File: src/include/pch_map.svh
// pch_map.svh: offsets, field positions, masks and reset values of the
// configuration header registers.
// assumes: included by its bare name from the package and the design.
`ifndef PCH_MAP_SVH
`define PCH_MAP_SVH

// register offsets, same on the pci and internal sides
`define PCH_OFS_CMD 8'h04
`define PCH_OFS_CLASS 8'h08
`define PCH_OFS_HDR 8'h0C

// command word fields
`define PCH_BIT_IO_SPACE_EN 0
`define PCH_BIT_MEM_SPACE_EN 1
`define PCH_BIT_MASTER_EN 2
`define PCH_CMD_W 3
`define PCH_CMD_WMASK 32'h0000_0007
`define PCH_CMD_RST 3'h0
// palette snoop, write-invalidate and special cycle read back as zero
`define PCH_CMD_FIXED 3'h0

// class/revision word fields
`define PCH_CLASS_LSB 8
`define PCH_CLASS_MSB 31
`define PCH_CLASS_WMASK 32'hFFFF_FF00
`define PCH_BASE_MSB 31
`define PCH_BASE_LSB 24
`define PCH_SUB_MSB 23
`define PCH_SUB_LSB 16
`define PCH_PROG_MSB 15
`define PCH_PROG_LSB 8
`define PCH_REVISION_DFLT 8'h00

// selftest/header/latency/cacheline word fields
`define PCH_LAT_LSB 8
`define PCH_LAT_MSB 15
`define PCH_HDR_WMASK 32'h0000_FF00
`define PCH_LAT_RST 8'h00
`define PCH_SELFTEST_FIXED 8'h00
`define PCH_HEADER_TYPE_FIXED 8'h00
`define PCH_CACHELINE_FIXED 8'h00

// pci bus command issued for master writes
`define PCH_PCI_CMD_MEMWR 4'h7
`define PCH_ZERO_WORD 32'h0000_0000

`endif

File: src/include/pch_pkg.sv
// pch_pkg: request and answer carriers of the two register access ports.
// assumes: pch_map.svh is on the include path.
`include "pch_map.svh"

package pch_pkg;

    // one register access, held for one cycle with valid high
    typedef struct packed {
        logic valid;
        logic write;
        logic [7:0] addr;
        logic [3:0] be;
        logic [31:0] wdata;
    } pch_req_t;

    // answer one cycle after the request
    typedef struct packed {
        logic ack;
        logic retry;
        logic [31:0] rdata;
    } pch_rsp_t;

endpackage : pch_pkg

File: src/design/pch_regs.sv
// pch_regs: part of the pci configuration header held by the pci
// controller: command low bits, class code/revision, and the
// selftest/header type/latency/cacheline word.
// assumes: one clock; requests from the pci configuration decoder and
// the internal peripheral bus are synchronous and last one cycle.
`timescale 1ns/1ns
`default_nettype none
`include "pch_map.svh"

module pch_regs #(
    // arbitrary neutral value, stands for the silicon version
    parameter logic [7:0] REVISION_ID = `PCH_REVISION_DFLT
) (
    input wire logic clk_sys_in,
    input wire logic rstn_in,
    input wire logic soft_rst_in,
    input wire logic config_init_done_in,
    input wire pch_pkg::pch_req_t cfg_req_in,
    output pch_pkg::pch_rsp_t cfg_rsp_out,
    input wire pch_pkg::pch_req_t ppb_req_in,
    output pch_pkg::pch_rsp_t ppb_rsp_out,
    input wire logic tgt_mem_hit_in,
    input wire logic tgt_io_hit_in,
    output logic tgt_claim_out,
    input wire logic mst_req_in,
    output logic mst_start_out,
    output logic [3:0] mst_cmd_out,
    output logic master_enable_out,
    output logic mem_space_enable_out,
    output logic io_space_enable_out,
    output logic [7:0] latency_timer_field_out,
    output logic [7:0] base_class_field_out,
    output logic [7:0] sub_class_field_out,
    output logic [7:0] prog_interface_field_out
);

    ////////////////////////////////////////////////////////////////////
    // storage

    logic [`PCH_CMD_W-1:0] cmd_reg;
    logic [`PCH_CLASS_MSB:`PCH_CLASS_LSB] class_reg;
    logic [`PCH_LAT_MSB:`PCH_LAT_LSB] lat_reg;

    logic master_en;
    logic mem_en;
    logic io_en;

    assign master_en = cmd_reg[`PCH_BIT_MASTER_EN];
    assign mem_en = cmd_reg[`PCH_BIT_MEM_SPACE_EN];
    assign io_en = cmd_reg[`PCH_BIT_IO_SPACE_EN];

    ////////////////////////////////////////////////////////////////////
    // helpers

    // byte-lane merge, then keep only bits this port may change
    function automatic logic [31:0] pch_merge(
        input logic [31:0] old_word,
        input logic [31:0] new_word,
        input logic [3:0] be,
        input logic [31:0] wmask
    );
        logic [31:0] lanes;
        lanes = old_word;
        for (int i = 0; i < 4; i++) begin
            if (be[i]) begin
                lanes[i*8 +: 8] = new_word[i*8 +: 8];
            end
        end
        return (old_word & ~wmask) | (lanes & wmask);
    endfunction : pch_merge

    logic [31:0] cmd_word;
    logic [31:0] class_word;
    logic [31:0] hdr_word;

    // upper command/status bits belong elsewhere and read zero here
    assign cmd_word = {26'h000_0000, `PCH_CMD_FIXED, cmd_reg};
    assign class_word = {class_reg, REVISION_ID};
    assign hdr_word = {`PCH_SELFTEST_FIXED, `PCH_HEADER_TYPE_FIXED,
                       lat_reg, `PCH_CACHELINE_FIXED};

    function automatic logic [31:0] pch_read(input logic [7:0] addr);
        logic [31:0] word;
        case (addr)
            `PCH_OFS_CMD: word = cmd_word;
            `PCH_OFS_CLASS: word = class_word;
            `PCH_OFS_HDR: word = hdr_word;
            default: word = `PCH_ZERO_WORD;
        endcase
        return word;
    endfunction : pch_read

    ////////////////////////////////////////////////////////////////////
    // access decode

    // pci config cycles are retried until software opens config access,
    // so the class code cannot be seen half-programmed
    logic cfg_go;
    logic cfg_wr;
    logic ppb_wr;

    assign cfg_go = cfg_req_in.valid & config_init_done_in;
    assign cfg_wr = cfg_go & cfg_req_in.write;
    assign ppb_wr = ppb_req_in.valid & ppb_req_in.write;

    logic cfg_wr_cmd;
    logic ppb_wr_cmd;
    logic cfg_wr_hdr;
    logic ppb_wr_hdr;
    logic ppb_wr_class;

    assign cfg_wr_cmd = cfg_wr & (cfg_req_in.addr == `PCH_OFS_CMD);
    assign ppb_wr_cmd = ppb_wr & (ppb_req_in.addr == `PCH_OFS_CMD);
    assign cfg_wr_hdr = cfg_wr & (cfg_req_in.addr == `PCH_OFS_HDR);
    assign ppb_wr_hdr = ppb_wr & (ppb_req_in.addr == `PCH_OFS_HDR);
    assign ppb_wr_class = ppb_wr & (ppb_req_in.addr == `PCH_OFS_CLASS);

    logic [31:0] cfg_cmd_next;
    logic [31:0] ppb_cmd_next;
    logic [31:0] cfg_hdr_next;
    logic [31:0] ppb_hdr_next;
    logic [31:0] class_next;

    assign cfg_cmd_next = pch_merge(cmd_word, cfg_req_in.wdata,
                                    cfg_req_in.be, `PCH_CMD_WMASK);
    assign ppb_cmd_next = pch_merge(cmd_word, ppb_req_in.wdata,
                                    ppb_req_in.be, `PCH_CMD_WMASK);
    assign cfg_hdr_next = pch_merge(hdr_word, cfg_req_in.wdata,
                                    cfg_req_in.be, `PCH_HDR_WMASK);
    assign ppb_hdr_next = pch_merge(hdr_word, ppb_req_in.wdata,
                                    ppb_req_in.be, `PCH_HDR_WMASK);
    assign class_next = pch_merge(class_word, ppb_req_in.wdata,
                                  ppb_req_in.be, `PCH_CLASS_WMASK);

    ////////////////////////////////////////////////////////////////////
    // command low bits; pci wins a same-cycle collision

    always_ff @(posedge clk_sys_in or negedge rstn_in) begin
        if (!rstn_in) begin
            cmd_reg <= `PCH_CMD_RST;
        end else if (soft_rst_in) begin
            cmd_reg <= `PCH_CMD_RST;
        end else if (cfg_wr_cmd) begin
            cmd_reg <= cfg_cmd_next[`PCH_CMD_W-1:0];
        end else if (ppb_wr_cmd) begin
            cmd_reg <= ppb_cmd_next[`PCH_CMD_W-1:0];
        end
    end

    ////////////////////////////////////////////////////////////////////
    // latency timer, the only writable byte of the header word

    always_ff @(posedge clk_sys_in or negedge rstn_in) begin
        if (!rstn_in) begin
            lat_reg <= `PCH_LAT_RST;
        end else if (soft_rst_in) begin
            lat_reg <= `PCH_LAT_RST;
        end else if (cfg_wr_hdr) begin
            lat_reg <= cfg_hdr_next[`PCH_LAT_MSB:`PCH_LAT_LSB];
        end else if (ppb_wr_hdr) begin
            lat_reg <= ppb_hdr_next[`PCH_LAT_MSB:`PCH_LAT_LSB];
        end
    end

    ////////////////////////////////////////////////////////////////////
    // class code: no reset at all, internal bus is the only writer;
    // it reads unknown until software programs it

    always_ff @(posedge clk_sys_in) begin
        if (ppb_wr_class) begin
            class_reg <= class_next[`PCH_CLASS_MSB:`PCH_CLASS_LSB];
        end
    end

    ////////////////////////////////////////////////////////////////////
    // read data, zero for writes and refused accesses

    logic [31:0] cfg_rdata_next;
    logic [31:0] ppb_rdata_next;

    always_comb begin
        cfg_rdata_next = `PCH_ZERO_WORD;
        if (cfg_go && !cfg_req_in.write) begin
            cfg_rdata_next = pch_read(cfg_req_in.addr);
        end
    end

    always_comb begin
        ppb_rdata_next = `PCH_ZERO_WORD;
        if (ppb_req_in.valid && !ppb_req_in.write) begin
            ppb_rdata_next = pch_read(ppb_req_in.addr);
        end
    end

    ////////////////////////////////////////////////////////////////////
    // answers, one cycle after each request

    always_ff @(posedge clk_sys_in or negedge rstn_in) begin
        if (!rstn_in) begin
            cfg_rsp_out <= '0;
        end else begin
            cfg_rsp_out.ack <= cfg_req_in.valid;
            cfg_rsp_out.retry <= cfg_req_in.valid & ~config_init_done_in;
            cfg_rsp_out.rdata <= cfg_rdata_next;
        end
    end

    always_ff @(posedge clk_sys_in or negedge rstn_in) begin
        if (!rstn_in) begin
            ppb_rsp_out <= '0;
        end else begin
            ppb_rsp_out.ack <= ppb_req_in.valid;
            ppb_rsp_out.retry <= 1'b0;
            ppb_rsp_out.rdata <= ppb_rdata_next;
        end
    end

    ////////////////////////////////////////////////////////////////////
    // target claim and master start gating

    // special cycles are never decoded as a hit, so they go unclaimed
    always_ff @(posedge clk_sys_in or negedge rstn_in) begin
        if (!rstn_in) begin
            tgt_claim_out <= 1'b0;
        end else begin
            tgt_claim_out <= (tgt_mem_hit_in & mem_en)
                           | (tgt_io_hit_in & io_en);
        end
    end

    always_ff @(posedge clk_sys_in or negedge rstn_in) begin
        if (!rstn_in) begin
            mst_start_out <= 1'b0;
        end else begin
            mst_start_out <= mst_req_in & master_en;
        end
    end

    // the command never varies: write-and-invalidate is not offered
    always_ff @(posedge clk_sys_in or negedge rstn_in) begin
        if (!rstn_in) begin
            mst_cmd_out <= `PCH_PCI_CMD_MEMWR;
        end else begin
            mst_cmd_out <= `PCH_PCI_CMD_MEMWR;
        end
    end

    ////////////////////////////////////////////////////////////////////
    // registered copies of the controls for the rest of the controller

    always_ff @(posedge clk_sys_in or negedge rstn_in) begin
        if (!rstn_in) begin
            master_enable_out <= 1'b0;
            mem_space_enable_out <= 1'b0;
            io_space_enable_out <= 1'b0;
        end else begin
            master_enable_out <= master_en;
            mem_space_enable_out <= mem_en;
            io_space_enable_out <= io_en;
        end
    end

    always_ff @(posedge clk_sys_in or negedge rstn_in) begin
        if (!rstn_in) begin
            latency_timer_field_out <= `PCH_LAT_RST;
        end else begin
            latency_timer_field_out <= lat_reg;
        end
    end

    logic [7:0] base_class;
    logic [7:0] sub_class;
    logic [7:0] prog_interface;

    assign base_class = class_reg[`PCH_BASE_MSB:`PCH_BASE_LSB];
    assign sub_class = class_reg[`PCH_SUB_MSB:`PCH_SUB_LSB];
    assign prog_interface = class_reg[`PCH_PROG_MSB:`PCH_PROG_LSB];

    // no reset: follows the unreset class code
    always_ff @(posedge clk_sys_in) begin
        base_class_field_out <= base_class;
        sub_class_field_out <= sub_class;
        prog_interface_field_out <= prog_interface;
    end

endmodule : pch_regs
`default_nettype wire

File: config.mk
export PLATFORM = sky130hd
export DESIGN_NAME = pch_regs
export DESIGN_NICKNAME = d
export VERILOG_FILES = /design/src/include/pch_pkg.sv /design/src/design/pch_regs.sv
export VERILOG_INCLUDE_DIRS = /design/src /design/src/include
export SDC_FILE = /design/constraint.sdc
export NUM_CORES = 1
export LEC_CHECK = 0
export ABC_AREA = 1
export BUFFER_PORTS_ARGS = -buffer_cell sky130_fd_sc_hd__buf_2
export CAP_MARGIN = 40
export CORE_MARGIN = 8
export CORE_UTILIZATION = 35
export DETAILED_ROUTE_END_ITERATION = 12
export SLEW_MARGIN = 40
export SYNTH_ARGS = -nofsm -noshare
export SYNTH_HDL_FRONTEND = slang
export SYNTH_SLANG_ARGS = --single-unit
File: constraint.sdc
create_clock -name clk_sys_in -period 1.2 [get_ports clk_sys_in]
set_input_delay 0.12 -clock clk_sys_in [delete_from_list [all_inputs] [get_ports clk_sys_in]]
set_output_delay 0.12 -clock clk_sys_in [all_outputs]
set_load 0.02 [all_outputs]
==> results.yml, run 1 <==
layout:
  drive_above_1_share: 0.368
  fill_cells: 1182
  multiInputGateArea_mm2: 0.00110
  final_nets: 770
  ff_latch_area_mm2: 0.00323
  largest_reg_flops: 29
  area_growth_syn_to_layout_pct: 46.2
  antennaDiodeCount: 0
clocking:
  cts_root_buffer: "clkbuf_16"
  cts-resized-gates: 0
  cts_tree: "built"
  cts_max_level: 4
  cts.sink_count: 129
  clk_pin_slew_ns: 0.06
  cts_max_path_buffers: 2
  clock_latency_ns: 0.41
  cts-buffers-inserted: 17
hold_path:
  worstHoldStart: "cfg_req_in[14]"
  min_to: "lat_reg[14]"
  hold_class: "in2reg"
  hold_path_depth: 5
place:
  dp_worst_setup_slack_ns: -0.167
  numPortBuffers: 164
  place_congestion: 0.757
  dp_hpwl_mm: 9.47
sta:
  max_freq_ghz: 0.930
  fin_setup_tns_ns: 0
  layout_setup_ws_ns: 0.125
  fin_crit_sh: 0.896
  rsz0062_at_grt: "false"
  min_period_ns: 1.08
  setup_violations: 0
  slew_viol_final: 0
  hold_violations: 0
  skew_ns: 0.0178
floorplanning:
  dieArea_mm2: 0.0174
  initial_utilization: 0.357
  row_count: 42
  ioPinCount: 208
  die_x_um: 132
  die_h_um: 132
  core_mm2: 0.0132
yosys:
  synth-simple-area-share: 0.186
  synth_seq_cells: 129
  ys_async_sr_fraction: 0.628
  synthFlopType: "dfrtp_1"
  synth_top_area_cell: "dfrtp_1"
  yosysMostFrequentCell: "dfrtp_1"
  avgSynthCellArea_um2: 10.7
  synth_sequential_area_ratio: 0.685
  yosys_warnings: 0
  synth_top_family_by_area: "simple AND/OR/NAND/NOR gates"
  yosysTopAreaCellShare: 0.430
  post_synth_mux_area_share: 0
  synth_xor_xnor_area_share: 0
  ys_types: 30
  synth_edf_count: 24
  synth_compound_area_frac: 0.0249
  netlist_area_mm2: 0.00471
  yosys-top-cells-area: "dfrtp_1, edfxtp_1, dfxtp_1, inv_1, nand2_1"
  synth_adder_area_share: 0
  synthTopCellsByCount: "dfrtp_1, inv_1, nand2_1"
  syn_inst: 439
detailed_routing:
  drtIter0Drc: 132
  routed_wirelength_mm: 12.1
  first_pass_iters: 5
  vias_per_cell: 4.18
  wl_per_cell_um: 14.1
  drcViolationCount: 0
  postRouteAntennaNets: 0
  via_count: 3596
setup_path:
  path_cells: "buf_2"
  worst_setup_path_start_kind: "register"
  crit_path_max_fanout: 1
  end_kind: "output pin"
  crit_slowest_cell: "dfrtp_1"
  ff2ff_path_depth: 4
  worst_ep_arrival_time_ns: 0.96
  critPathRequiredTime_ns: 1.08
  slowest_delay_ns: 0.39
  critPathKind: "reg2out"
  r2r_start: "lat_reg[9]"
  crit_buf_inv: 1
  rrSetupSlack_ns: 0.32
  reg2reg_to: "cfg_rsp_out[9]"
  critPathTopFamily: "flip-flops"
global_route:
  antenna_found_initial: 0
  grt_usage: 0.143
  overflow: 0
  grt_max_degree: 35
  grt_pass1_wl_mm: 20.0
  grt_pass1_vias: 3930
power:
  power_mw: 10.1
  ir_drop_uv: 1030
  p_leak_nw: 3.60
  powerDensity_mw_per_mm2: 1470
run_status:
  status: "completed"
job:
  drv_cap: 0
final cells by class:
| class | instances | area share |
|---|---|---|
| clock buffers | 21 | 0.0699 |
| clock inverters | 11 | 0.0147 |
| inverters | 84 | 0.0485 |
| multi-input cells | 215 | 0.160 |
| flip-flops and latches | 129 | 0.468 |
| well taps | 176 | 0.0320 |
| repair buffers | 224 | 0.207 |
cells in the final DEF (no fill, tap or decap), drive strengths merged:
| cell | instances |
|---|---|
| nor2 | 57 |
| o22ai | 16 |
| edfxtp | 24 |
| buf | 193 |
| clkbuf | 21 |
| dfxtp | 24 |
| nor3 | 38 |
| nor3b | 2 |
| a22o | 1 |
| dfrtp | 81 |
| clkinv | 7 |
| nand2 | 65 |
| nand3 | 8 |
| inv | 85 |
| o2111ai | 1 |
| conb | 15 |
| clkinvlp | 2 |
| nand4 | 12 |
| dlygate4sd3 | 31 |
| bufinv | 1 |
timing repair:
item                                   CTS  global route
hold buffers                            31             0
endpoints found under the hold margin  110             0
setup buffers                            0             0
per-layer routing:
metal	wire length, um	up-vias	global-route usage
li1	-	1814	-
met1	5080	1631	0.164
met2	6000	142	0.240
met3	952	9	0.0587
met4	112	0	0.0428
met5	0	-	0
worst max path at each step:
| stage | end | cells after the start | from | slack [ns] |
|---|---|---|---|---|
| 3_3_place_gp | class_reg[23] | 7 | ppb_req_in[43] | -0.14 |
| 5_1_grt | latency_timer_field_out[1] | 1 | latency_timer_field_out[1] | 0.09 |
| 6_report | ppb_rsp_out[33] | 1 | ppb_rsp_out[33] | 0.12 |
| 3_5_place_dp | class_reg[25] | 7 | ppb_req_in[43] | -0.17 |
| 2_1_floorplan | class_reg[16] | 6 | ppb_req_in[43] | -0.11 |
| 4_1_cts | ppb_rsp_out[13] | 1 | ppb_rsp_out[13] | 0.10 |
kinds of logic (layout without fill, tap and decap cells):
group | Yosys count | count (layout)
compound gates | 18 | 18
flops | 129 | 129
simple gates | 182 | 182
buf+inv | 108 | 340
other cells | 2 | 15
power breakdown:
group | switching, mW | total, mW | internal, mW
combinational | 0.379 | 0.656 | 0.278
clock | 1.83 | 4.92 | 3.09
sequential | 0.0444 | 4.57 | 4.52
stage by stage:
| stage | instances | cell area [um2] | hold slack, ns | utilization |
|---|---|---|---|---|
| 2_1_floorplan | 452 | 4840 | -0.176 | - |
| 3_3_place_gp | 797 | 6000 | 0.0617 | 0.455 |
| 3_5_place_dp | 797 | 6000 | 0.0619 | 0.455 |
| 4_1_cts | 860 | 6890 | 0.0315 | 0.522 |
| 5_1_grt | 860 | 6890 | 0.0449 | 0.522 |
| 6_report | 860 | 6890 | 0.0529 | 0.522 |
Note: power is estimated with default switching activity, not from simulation.
==> inputs of run 2 (changes only) <==
--- a/config.mk
+++ b/config.mk
@@ -8,7 +8,7 @@
 export LEC_CHECK = 0
 export ABC_AREA = 1
 export BUFFER_PORTS_ARGS = -buffer_cell sky130_fd_sc_hd__buf_2
-export CAP_MARGIN = 40
+export CAP_MARGIN = 25
 export CORE_MARGIN = 8
 export CORE_UTILIZATION = 35
 export DETAILED_ROUTE_END_ITERATION = 12
==> constraint.sdc (replaced) <==
create_clock -name clk_sys_in -period 1.3 [get_ports clk_sys_in]
set_input_delay 0.13 -clock clk_sys_in [delete_from_list [all_inputs] [get_ports clk_sys_in]]
set_output_delay 0.13 -clock clk_sys_in [all_outputs]
set_load 0.02 [all_outputs]
==> results.yml, run 2 (synthesis gave the netlist of run 1 again) <==
sta:
  fin_crit_sh: 0.965
  layout_setup_ws_ns: 0.0455
  hold_violations: 0
  setup_violations: 0
  min_period_ns: 1.25
  fin_setup_tns_ns: 0
  rsz0062_at_grt: "false"
  max_freq_ghz: 0.797
  slew_viol_final: 0
  skew_ns: 0.00673
  holdWs_ns: 0.0517
setup_path:
  critPathCapture: "tgt_claim_out"
  worst_ep_arrival_time_ns: 1.55
  slowest_delay_ns: 0.54
  critPathRequiredTime_ns: 1.59
  rrSetupSlack_ns: 0.05
  critPathKind: "reg2reg"
  crit_path_max_fanout: 4
  reg2reg_to: "tgt_claim_out"
  crit_slowest_cell: "dlygate4sd3_1"
  r2r_start: "cmd_reg[0]"
  path_cells: "a22o_1 > dlygate4sd3_1"
  end_kind: "register"
  worst_setup_path_start_kind: "register"
  ff2ff_path_depth: 2
  setup.worst_path.start: "cmd_reg[0]"
layout:
  stdcell_area_mm2: 0.00690
  final_nets: 767
  mostFrequentLayoutCells: "buf_2, dfrtp_1, inv_1"
  drive_above_1_share: 0.370
  antennaDiodeCount: 0
  largest_reg_flops: 29
  area_growth_syn_to_layout_pct: 46.3
  final_common_cell: "buf_2"
  fill_cells: 1206
floorplanning:
  dieArea_mm2: 0.0174
  row_count: 42
  core_mm2: 0.0132
  die_h_um: 132
  ioPinCount: 208
  die_x_um: 132
  initial_utilization: 0.357
detailed_routing:
  via_count: 3660
  first_pass_iters: 4
  drcViolationCount: 0
  vias_per_cell: 4.27
  drtIter0Drc: 106
  postRouteAntennaNets: 0
  wl_per_cell_um: 14.2
  routed_wirelength_mm: 12.2
global_route:
  grt_max_degree: 35
  grt_usage: 0.144
  grt_pass1_vias: 3926
  antenna_found_initial: 0
  overflow: 0
  grt_pass1_wl_mm: 19.8
power:
  powerDensity_mw_per_mm2: 1370
  switching_share: 0.222
  comb_power_share: 0.065
  power_mw: 9.42
  power_frac_seq: 0.447
  p_leak_nw: 3.60
  power.net_switching_mw: 2.09
  internal_power_mw: 7.33
  ir_drop_uv: 814
  clock_power_share: 0.488
place:
  dp_hpwl_mm: 9.38
  numPortBuffers: 164
  dp_worst_setup_slack_ns: -0.0627
  place_congestion: 0.772
  post_dp_cell_area_mm2: 0.00598
hold_path:
  hold_class: "in2reg"
job:
  drv_cap: 0
clocking:
  clk_pin_slew_ns: 0.06
  cts_root_buffer: "clkbuf_16"
  cts_max_level: 4
  cts_max_path_buffers: 2
  clock_latency_ns: 0.41
  cts-buffers-inserted: 17
  cts.sink_count: 129
  cts_tree: "built"
run_status:
  status: "completed"
==> run 2: layout make-up <==
class / count / area, um2 / area share
clock buffers: 21 / 492 / 0.0713
flip-flops and latches: 129 / 3230 / 0.468
multi-input cells: 215 / 1100 / 0.160
repair buffers: 221 / 1420 / 0.205
clock inverters: 11 / 103 / 0.0149
inverters: 84 / 334 / 0.0484
well taps: 176 / 220 / 0.0319
==> run 2: power groups by stage <==
stage               Sequential (mW)  Combinational [mW]  Clock [mW]
finish                         4.21               0.610        4.60
global route                   4.22               0.678        4.93
CTS                            4.21               0.612        4.70
detailed placement             4.29               0.536           0
global placement               4.29               0.526           0
floorplan                      4.32               0.236           0
==> run 2: per-layer routing <==
| metal | GRT usage | part of all wire | routed length (um) | vias up |
|---|---|---|---|---|
| li1 | - | - | - | 1805 |
| met1 | 0.171 | 0.45 | 5420 | 1683 |
| met2 | 0.223 | 0.46 | 5580 | 145 |
| met3 | 0.0560 | 0.067 | 816 | 27 |
| met4 | 0.0734 | 0.027 | 334 | 0 |
| met5 | 0 | 0 | 0 | - |
==> run 2: worst min path at each step <==
| stage | start | cells after the start | slack, ns | to |
|---|---|---|---|---|
| floorplan | rstn_in | 0 | -0.17 | cfg_rsp_out[0] |
| global placement | rstn_in | 1 | 0.11 | cfg_rsp_out[16] |
| global route | ppb_req_in[44] | 4 | 0.08 | ppb_rsp_out[2] |
| CTS | cfg_req_in[10] | 5 | 0.04 | lat_reg[10] |
| finish | cfg_req_in[10] | 5 | 0.05 | lat_reg[10] |
| detailed placement | rstn_in | 1 | 0.11 | cfg_rsp_out[16] |
==> run 2: what timing repair did <==
| action | in CTS | in global routing |
|---|---|---|
| setup endpoints to repair | 0 | 12 |
| hold buffers | 31 | 0 |
| endpoints found under the hold margin | 60 | 0 |
| buffers inserted | 0 | 1 |
| resized for setup | 0 | 3 |
==> run 2: worst max-delay path: cells and delay by family, from the launching register on <==
family	cells	cell delay, ns
flops	1	0.41
compound gates	1	0.18
buf+inv	1	0.54
==> run 2: stage by stage <==
step	utilization	cells
4_1_cts	0.522	856
2_1_floorplan	-	452
6_report	0.523	857
3_5_place_dp	0.453	793
5_1_grt	0.523	857
3_3_place_gp	0.453	793
